### src/verilog/dcrs_pkg.sv
`default_nettype none
package dcrs_pkg;
	// Register offsets (byte addresses, word aligned)
	localparam logic [7:0] CTRL_OFF = 8'h00;
	localparam logic [7:0] STATUS_OFF = 8'h04;
	localparam logic [7:0] FLAGS_OFF = 8'h08;
	localparam logic [7:0] MODE_OFF = 8'h0c;
	localparam logic [7:0] MASK_OFF = 8'h10;
	localparam logic [7:0] AUX_OFF = 8'h14;
	localparam logic [7:0] PC_OFF = 8'h18;
	// Field positions in status word zero
	localparam int INTDIS_BIT = 0;
	localparam int SAT_BIT = 1;
	localparam int TFLAG_BIT = 2;
	// Field positions in processor mode status word
	localparam int VPAGE_LSB = 11;
	localparam int VPAGE_W = 5;
	// Reset values
	localparam logic [VPAGE_W-1:0] VPAGE_RST = 5'h00;
	localparam logic [15:0] RESET_VECTOR = 16'h0000;
	localparam logic [15:0] FLAGS_RST = 16'h0000;
	localparam logic [1:0] AXI_OKAY = 2'h0;
	localparam logic [1:0] AXI_SLVERR = 2'h2;
endpackage
`default_nettype wire

### src/verilog/dcrs_top.sv
// Operation
// Core is in reset while the active-low reset pin is low.
// Reset clears the vector-table page pointer to zero.
// After reset the first fetch address is program address zero.
// Reset clears all pending interrupt flags.
// Reset sets the global interrupt-disable bit in status word zero.
// Reset leaves saturation, test flag, mask, aux pointers, data page.
// Held state while reset low; fetch starts at vector after release.
`timescale 1ns/1ps
`default_nettype none
module dcrs_top (
	// Clock and board reset
	input wire logic clk_sys_i,
	input wire logic resetn_i,
	// Interrupt request lines (already on clk_sys_i)
	input wire logic [15:0] irq_i,
	// Fetch
	output logic [15:0] fetch_addr_o,
	output logic fetch_en_o,
	output logic intr_pending_o,
	// AXI4-Lite write
	input wire logic [7:0] s_axi_awaddr,
	input wire logic s_axi_awvalid,
	output logic s_axi_awready,
	input wire logic [31:0] s_axi_wdata,
	input wire logic [3:0] s_axi_wstrb,
	input wire logic s_axi_wvalid,
	output logic s_axi_wready,
	output logic [1:0] s_axi_bresp,
	output logic s_axi_bvalid,
	input wire logic s_axi_bready,
	// AXI4-Lite read
	input wire logic [7:0] s_axi_araddr,
	input wire logic s_axi_arvalid,
	output logic s_axi_arready,
	output logic [31:0] s_axi_rdata,
	output logic [1:0] s_axi_rresp,
	output logic s_axi_rvalid,
	input wire logic s_axi_rready
);
	typedef enum logic [1:0] {ST_RESET, ST_VECTOR, ST_RUN} dcrs_state_type;
	dcrs_state_type state_q;
	logic [15:0] flags_q;
	logic intdis_q;
	logic [dcrs_pkg::VPAGE_W-1:0] vpage_q;
	// Never reset: power-up contents are left undefined
	logic sat_mode_q, test_flag_q;
	logic [15:0] mask_q;
	logic [2:0] aux_sel_q, aux_buf_q;
	logic [8:0] data_page_q;
	logic [7:0] awaddr_q;
	logic [31:0] wdata_q;
	logic [3:0] wstrb_q;
	logic wr_go;
	logic [31:0] rd_val;

	function automatic logic [15:0] merge16(input logic [15:0] old,
		input logic [31:0] d, input logic [3:0] s);
		merge16 = {s[1] ? d[15:8] : old[15:8], s[0] ? d[7:0] : old[7:0]};
	endfunction

	// Both channels held and no response still waiting
	assign wr_go = !s_axi_awready && !s_axi_wready && !s_axi_bvalid;

	// -------------------------------------------------------------
	// Sequencer
	// -------------------------------------------------------------
	// core in reset
	always_ff @(posedge clk_sys_i or negedge resetn_i) begin
		if (!resetn_i) begin
			state_q <= ST_RESET;
		end else begin
			case (state_q)
				ST_RESET: state_q <= ST_VECTOR;
				ST_VECTOR: state_q <= ST_RUN;
				ST_RUN: state_q <= ST_RUN;
				default: state_q <= ST_RESET;
			endcase
		end
	end

	// fetch from vector zero
	always_ff @(posedge clk_sys_i or negedge resetn_i) begin
		if (!resetn_i) begin
			fetch_addr_o <= dcrs_pkg::RESET_VECTOR;
			fetch_en_o <= 1'b0;
		end else begin
			// fetch begins after release
			fetch_en_o <= (state_q != ST_RESET);
			if (state_q == ST_RUN) begin
				fetch_addr_o <= fetch_addr_o + 16'h0001;
			end else begin
				fetch_addr_o <= {vpage_q, 11'h000};
			end
		end
	end

	// -------------------------------------------------------------
	// Architectural state
	// -------------------------------------------------------------
	// pending flags cleared
	always_ff @(posedge clk_sys_i or negedge resetn_i) begin
		if (!resetn_i) begin
			flags_q <= dcrs_pkg::FLAGS_RST;
		end else if (wr_go && awaddr_q == dcrs_pkg::FLAGS_OFF) begin
			// Write one to clear; a new request wins over the clear
			flags_q <= (flags_q & ~wdata_q[15:0]) | irq_i;
		end else begin
			flags_q <= flags_q | irq_i;
		end
	end

	// interrupts disabled
	always_ff @(posedge clk_sys_i or negedge resetn_i) begin
		if (!resetn_i) begin
			intdis_q <= 1'b1;
		end else if (wr_go && awaddr_q == dcrs_pkg::STATUS_OFF && wstrb_q[0]) begin
			intdis_q <= wdata_q[dcrs_pkg::INTDIS_BIT];
		end
	end

	// vector page cleared
	always_ff @(posedge clk_sys_i or negedge resetn_i) begin
		if (!resetn_i) begin
			vpage_q <= dcrs_pkg::VPAGE_RST;
		end else if (wr_go && awaddr_q == dcrs_pkg::CTRL_OFF && wstrb_q[1]) begin
			vpage_q <= wdata_q[dcrs_pkg::VPAGE_LSB +: dcrs_pkg::VPAGE_W];
		end
	end

	// left untouched by reset
	always_ff @(posedge clk_sys_i) begin
		if (wr_go && awaddr_q == dcrs_pkg::STATUS_OFF && wstrb_q[0]) begin
			sat_mode_q <= wdata_q[dcrs_pkg::SAT_BIT];
			test_flag_q <= wdata_q[dcrs_pkg::TFLAG_BIT];
		end
		if (wr_go && awaddr_q == dcrs_pkg::MASK_OFF) begin
			mask_q <= merge16(mask_q, wdata_q, wstrb_q);
		end
		if (wr_go && awaddr_q == dcrs_pkg::AUX_OFF) begin
			if (wstrb_q[0]) begin
				aux_sel_q <= wdata_q[2:0];
				aux_buf_q <= wdata_q[6:4];
			end
			if (wstrb_q[1]) begin
				data_page_q <= {wdata_q[8], wdata_q[15:8]};
			end
		end
	end

	always_ff @(posedge clk_sys_i or negedge resetn_i) begin
		if (!resetn_i) begin
			intr_pending_o <= 1'b0;
		end else begin
			intr_pending_o <= !intdis_q && |(flags_q & mask_q);
		end
	end

	// -------------------------------------------------------------
	// AXI4-Lite slave
	// -------------------------------------------------------------
	always_ff @(posedge clk_sys_i or negedge resetn_i) begin
		if (!resetn_i) begin
			s_axi_awready <= 1'b1;
			s_axi_wready <= 1'b1;
			awaddr_q <= 8'h00;
			wdata_q <= 32'h0000_0000;
			wstrb_q <= 4'h0;
			s_axi_bvalid <= 1'b0;
			s_axi_bresp <= dcrs_pkg::AXI_OKAY;
		end else begin
			// Ready drops while a channel is held, so a second
			// address or word waits until the pair is consumed
			if (s_axi_awvalid && s_axi_awready) begin
				s_axi_awready <= 1'b0;
				awaddr_q <= {s_axi_awaddr[7:2], 2'b00};
			end
			if (s_axi_wvalid && s_axi_wready) begin
				s_axi_wready <= 1'b0;
				wdata_q <= s_axi_wdata;
				wstrb_q <= s_axi_wstrb;
			end
			if (wr_go) begin
				s_axi_awready <= 1'b1;
				s_axi_wready <= 1'b1;
				s_axi_bvalid <= 1'b1;
				s_axi_bresp <= (awaddr_q <= dcrs_pkg::AUX_OFF) ?
					dcrs_pkg::AXI_OKAY : dcrs_pkg::AXI_SLVERR;
			end else if (s_axi_bready) begin
				s_axi_bvalid <= 1'b0;
			end
		end
	end

	always_comb begin
		case ({s_axi_araddr[7:2], 2'b00})
			dcrs_pkg::CTRL_OFF: rd_val = {16'h0000, vpage_q, 11'h000};
			dcrs_pkg::STATUS_OFF: rd_val = {29'h0, test_flag_q, sat_mode_q,
				intdis_q};
			dcrs_pkg::FLAGS_OFF: rd_val = {16'h0000, flags_q};
			dcrs_pkg::MODE_OFF: rd_val = {30'h0, state_q};
			dcrs_pkg::MASK_OFF: rd_val = {16'h0000, mask_q};
			dcrs_pkg::AUX_OFF: rd_val = {16'h0000, data_page_q[7:0],
				data_page_q[8], aux_buf_q, 1'b0, aux_sel_q};
			dcrs_pkg::PC_OFF: rd_val = {16'h0000, fetch_addr_o};
			default: rd_val = 32'h0000_0000;
		endcase
	end

	always_ff @(posedge clk_sys_i or negedge resetn_i) begin
		if (!resetn_i) begin
			s_axi_arready <= 1'b0;
			s_axi_rvalid <= 1'b0;
			s_axi_rdata <= 32'h0000_0000;
			s_axi_rresp <= dcrs_pkg::AXI_OKAY;
		end else begin
			s_axi_arready <= 1'b0;
			if (s_axi_arvalid && !s_axi_arready && !s_axi_rvalid) begin
				s_axi_arready <= 1'b1;
				s_axi_rvalid <= 1'b1;
				s_axi_rdata <= rd_val;
				s_axi_rresp <= ({s_axi_araddr[7:2], 2'b00} <=
					dcrs_pkg::PC_OFF) ?
					dcrs_pkg::AXI_OKAY : dcrs_pkg::AXI_SLVERR;
			end else if (s_axi_rvalid && s_axi_rready) begin
				s_axi_rvalid <= 1'b0;
			end
		end
	end
endmodule
`default_nettype wire

### config.mk
export PLATFORM = sky130hd
export DESIGN_NAME = dcrs_top
export DESIGN_NICKNAME = d
export VERILOG_FILES = /design/src/verilog/dcrs_pkg.sv /design/src/verilog/dcrs_top.sv
export SDC_FILE = /design/constraint.sdc
export NUM_CORES = 1
export LEC_CHECK = 0
export BUFFER_PORTS_ARGS = -buffer_cell sky130_fd_sc_hd__buf_2
export CAP_MARGIN = 20
export CORE_MARGIN = 2
export CORE_UTILIZATION = 53
export CTS_CLUSTER_DIAMETER = 80
export DETAILED_ROUTE_END_ITERATION = 6
export PLACE_DENSITY_LB_ADDON = 0.12
export SKIP_CTS_REPAIR_TIMING = 1
export SLEW_MARGIN = 15
export SYNTH_ARGS = -nofsm -noshare
export SYNTH_HDL_FRONTEND = slang
export SYNTH_SLANG_ARGS = --single-unit
### constraint.sdc
create_clock -name clk_sys_i -period 2.75 [get_ports clk_sys_i]
set_input_delay 0.55 -clock clk_sys_i [delete_from_list [all_inputs] [get_ports clk_sys_i]]
set_output_delay 0.55 -clock clk_sys_i [all_outputs]
set_load 0.05 [all_outputs]
# --- Word level (Yosys, flattened, before mapping) ---
# Cells that the tools add are included.
word_totals:
  register_bits: 140
  out_inout_bits: 59
  elab_cells: 95
classes:
  n_addsub: 1
  n_lt_le_gt_ge: 2
  eq_ne: 12
  mux: 15
  bitwise_logic: 5
  n_reduce_logical: 35
ops:
  columns: ["operator", "count"]
  rows:
  - ["$pmux W16 S7", 1]
  - ["$and A16 B16 Y16", 2]
  - ["$mux W16", 2]
  - ["$or A16 B16 Y16", 2]
  - ["$eq A6 B3 Y1 const B", 5]
  - ["$eq A6 B2 Y1 const B", 3]
  - ["$add A16 B1 Y16 const B", 1]
  - ["$le A8 B5 Y1 const B", 2]
  - ["$not A16 Y16", 1]
  - ["$reduce_or A16 Y1", 1]
  - ["$logic_and A1 B1 Y1", 15]
  - ["$eq A6 B1 Y1 const B", 2]
  - ["$reduce_bool A2 Y1", 5]
  - ["$mux W1", 9]
  - ["$logic_not A8 Y1", 1]
  - ["$reduce_and A2 Y1", 4]
  - ["$logic_not A1 Y1", 6]
  - ["$logic_not A6 Y1", 1]
  - ["$mux W2", 2]
  - ["$pmux W2 S2", 1]
  - ["$eq A2 B1 Y1 const B", 1]
  - ["$eq A2 B2 Y1 const B", 1]
  - ["$logic_not A2 Y1", 1]
  - ["$reduce_or A2 Y1", 1]

# --- Longest topological paths before layout ---
logic_depth:
  ltp_word: 5
  ltp_mapped: 7
  mapped_depth_nobuf: 5

# --- Worst setup path before layout ---
# No wires, ideal clock.
synth_path:
  kind: "reg-to-reg"
  startpoint: "register s_axi_bvalid"
  endpoint: "register mask_q[0], enable pin"
  t_arrival_ns: 2.061
  setup_slack_ns: 0.303
  path_stages_with_launch: 6
  path_buffers: 1
  cell_sequence: "dfrtp_1 -> or3_1 -> buf_2 -> nor3_1 -> nand2_1 -> nor3b_1"
synth_between:
  elab_chain_cells: 4
synth_rtl:
  columns: ["item", "line_no", "text"]
  rows:
  - ["from (decl)", "dcrs_top.sv:30", "output logic s_axi_bvalid,"]
  - ["from (signal assigned)", "dcrs_top.sv:169", "s_axi_bvalid <= 1'b0;"]
  - ["from (signal assigned)", "dcrs_top.sv:186", "s_axi_bvalid <= 1'b1;"]
  - ["from (signal assigned)", "dcrs_top.sv:190", "s_axi_bvalid <= 1'b0;"]
  - ["$logic_not A1 Y1", "dcrs_top.sv:63", "assign wr_go = !s_axi_awready && !s_axi_wready && !s_axi_bvalid;"]
  - ["$logic_and A1 B1 Y1", "dcrs_top.sv:63", null]
  - ["$logic_and A1 B1 Y1", "dcrs_top.sv:137", "if (wr_go && awaddr_q == dcrs_pkg::MASK_OFF) begin"]
  - ["$reduce_and A2 Y1 (no source line)", null, null]
  - ["to (signal assigned)", "dcrs_top.sv:138", "mask_q <= merge16(mask_q, wdata_q, wstrb_q);"]
  - ["to (decl)", "dcrs_top.sv:48", "logic [15:0] mask_q;"]
# Every way passes these cells.
# A chain may end at the register's enable or synchronous reset.

# --- Final worst setup path ---
layout_path:
  startpoint: "register s_axi_wready"
  endpoint: "register vpage_q[1] in the netlist's numbering"
layout_between:
  elab_chain_cells: 5
layout_rtl:
  columns: ["item", "line_no", "text"]
  rows:
  - ["from (decl)", "dcrs_top.sv:28", "output logic s_axi_wready,"]
  - ["from (signal assigned)", "dcrs_top.sv:165", "s_axi_wready <= 1'b1;"]
  - ["from (signal assigned)", "dcrs_top.sv:179", "s_axi_wready <= 1'b0;"]
  - ["from (signal assigned)", "dcrs_top.sv:185", "s_axi_wready <= 1'b1;"]
  - ["$logic_not A1 Y1", "dcrs_top.sv:63", null]
  - ["$logic_and A1 B1 Y1 (2 in a row)", "dcrs_top.sv:63", null]
  - ["$logic_and A1 B1 Y1 (2 in a row)", "dcrs_top.sv:126", "end else if (wr_go && awaddr_q == dcrs_pkg::CTRL_OFF && wstrb_q[1]) begin"]
  - ["to (signal assigned)", "dcrs_top.sv:125", "vpage_q <= dcrs_pkg::VPAGE_RST;"]
  - ["to (signal assigned)", "dcrs_top.sv:127", "vpage_q <= wdata_q[dcrs_pkg::VPAGE_LSB +: dcrs_pkg::VPAGE_W];"]
  - ["to (decl)", "dcrs_top.sv:45", "logic [dcrs_pkg::VPAGE_W-1:0] vpage_q;"]
# Every way passes these cells.

==> results.yml <==
status:
  status: "finished, final reports clean"
grt:
  grt_antenna_before_repair: 0
  groute.usage.overall: 0.232
  grt_start_max_net_pins: 58
  grt_pass1_wl_microns: 19300
  first_global_vias: 3700
  grt_overflow: 0
die:
  row_count: 36
  die-height_microns: 105
  die_w_microns: 105
  dieArea_sq_um: 11000
  start_util: 0.548
  io_pins: 134
  fp.coreArea_sq_um: 9820
clock_tree:
  cts_num_sinks: 121
  cts_buffers: 17
  clk_pin_slew_ps: 60
  cts_tree: "built"
  htreeDepth: 4
  root_buffer: "clkbuf_8"
  clockBufferDepth: 2
  clkLatencyLatePin_ps: 510
drt:
  firstDrtPassIters: 5
  via_per_inst: 5.52
  via_count: 3796
  ant_nets: 0
  drc_errors: 0
  drt-total-wl_microns: 12100
  wire_per_inst_microns: 17.6
  drt_iter0_drc: 147
setup_path:
  worstPathRequired_ps: 3150
  cp_max_fo: 8
  arrival_ps: 2560
  reg2reg_depth: 4
  r2r-end: "vpage_q[1]"
  critPathLaunchType: "flop"
  r2r_setup_slack_ps: 590
  path_class: "reg -> reg"
  crit_path_end_kind: "flop"
  r2r-start: "s_axi_wready"
timing:
  fin_crit_sh: 0.786
  holdWs_ps: 98.8
  tns_ps: 0
  fin_worst_skew_ps: 6.87
  fin_crit_ps: 2160
  finalSetupViolations: 0
  relSlewSlack: 0.491
  worstMarginPinSlew_ps: 762
  fmax_mhz: 462
  rsz0062_at_grt: "false"
  slew_viol_final: 0
  final-hold-violation-count: 0
synth:
  synth_edf_count: 32
  synthesis.area_sq_um: 5380
  yosys.area_share.adder: 0.00930
  yosys-top-cells-area: "dfrtp_1 40%, edfxtp_1 18%, mux2_2 7.3%"
  synth_top_area_cell: "dfrtp_1"
  post-synth-top-area-fraction: 0.400
  yosys.area_share.simple: 0.117
  ys_async_sr_fraction: 0.736
  synth.avg_cell_area_sq_um: 12.1
  ys_ff_latch: 121
  synth_cell_type_count: 48
  synth_cells: 443
  synth_ff_type: "dfrtp_1"
  ys_seq_area_frac: 0.593
  synth_compound_area_frac: 0.110
  synth_mux_area_frac: 0.103
  synth_top_family_by_area: "simple AND/OR/NAND/NOR gates"
  yosysWarnings: 0
  synth_xor_area_frac: 0.0179
power:
  p_per_area_nw_per_um2: 860
  p_leak_nw: 2.82
  max-vdd-ir-drop_mv: 0.479
final_layout:
  fin_area_sq_um: 6530
  drive_gt1_frac: 0.312
  layout_commonest_cell: "buf_2"
  diodes: 0
  fill_cells: 753
  final_core_util: 0.665
  multiInputGateArea_sq_um: 1990
  regArea_sq_um: 3190
  fin_nets: 621
  final_cell_mix: "92 x buf_2, 86 x dfrtp_1, 41 x nand2_1, 35 x mux2_2, 32 x edfxtp_1"
  area_growth_pct: 21.3
place:
  dpl.hpwl_microns: 8770
  place.gp.congestion: 0.855
  placed_area_sq_um: 5930
  io_buffers: 93
job:
  cap_violations: 0
worst_hold_path:
  hold_class: "in -> async"
-- Yosys cell counts, types with 3 or more instances --
| cell type | count |
|---|---|
| a211oi_1 | 7 |
| a21o_1 | 16 |
| a21oi_1 | 9 |
| a221oi_1 | 5 |
| a22o_1 | 11 |
| a22oi_1 | 8 |
| and2_1 | 8 |
| and3_1 | 4 |
| buf_2 | 4 |
| buf_4 | 18 |
| clkbuf_1 | 14 |
| dfrtp_1 | 86 |
| dfstp_2 | 3 |
| edfxtp_1 | 32 |
| ha_1 | 4 |
| inv_1 | 12 |
| mux2_2 | 35 |
| mux2i_1 | 16 |
| nand2_1 | 41 |
| nand2b_1 | 3 |
| nand3_1 | 9 |
| nand4_1 | 3 |
| nor2_1 | 14 |
| nor2b_1 | 6 |
| nor3_1 | 12 |
| nor4_1 | 7 |
| o21ai_0 | 17 |
| or3_1 | 5 |
| xnor2_1 | 7 |
| xor2_1 | 4 |
-- final cells by class --
type,count,share of cell area
clock buffers,22,0.0729
multi-input cells,289,0.305
repair buffers,101,0.0828
well taps,133,0.0255
clock inverters,10,0.0178
flip-flops and latches,121,0.489
inverters,12,0.00690
-- worst max path at each step --
stage                        startpoint         endpoint  slack [ps]
after floorplan            s_axi_bvalid        mask_q[0]         300
after global placement    s_axi_arvalid   s_axi_rdata[4]         560
after detailed placement  s_axi_arvalid  s_axi_rdata[10]         520
after CTS                  s_axi_wready       vpage_q[1]         580
after global routing       s_axi_wready     aux_sel_q[0]         410
final                      s_axi_wready       vpage_q[1]         590
-- power breakdown --
group / leakage [nW] / switching [mW] / internal (mW) / total [mW]
clock: 0.285 / 0.769 / 1.40 / 2.16
sequential: 1.33 / 0.292 / 2.23 / 2.52
combinational: 1.21 / 0.563 / 0.365 / 0.928
total: 2.82 / 1.63 / 3.99 / 5.61
-- metal layers --
| metal | vias up | GRT usage | wire length (microns) |
|---|---|---|---|
| met3 | 15 | 0.0643 | 816 |
| met1 | 1838 | 0.321 | 5440 |
| met2 | 162 | 0.352 | 5620 |
| met5 | - | 0 | 0 |
| li1 | 1781 | - | - |
| met4 | 0 | 0.0829 | 244 |
-- registers in the layout (all words and copies together) (netlist names), 5 cells and up --
signal	flops
fetch_addr_o	16
flags_q	16
mask_q	16
s_axi_rdata	16
wdata_q	16
data_page_q	8
awaddr_q	6
vpage_q	5
-- per-stage QoR --
step | power (mW) | worst slack (ps) | cells
global route | 5.85 | 413 | 688
floorplan | 3.20 | 303 | 460
finish | 5.61 | 588 | 688
CTS | 5.65 | 583 | 688
global placement | 3.42 | 556 | 656
detailed placement | 3.48 | 522 | 656
-- cell families after synthesis --
logic type | after synthesis
buffers and inverters | 50
other | 1
AND/OR/NAND/NOR | 120
multiplexers | 51
adder cells (fa/ha/maj) | 4
flip-flops | 121
AO/OA/AOI/OAI | 85
XOR/XNOR | 11
-- worst max-delay path, cell delays in order (launching register included) --
cell and delay, ps:
dfstp_2 380, or3_1 510, or3_4 440, nor3_4 340, mux2_2 380
Power figures use the tool's default switching activity.
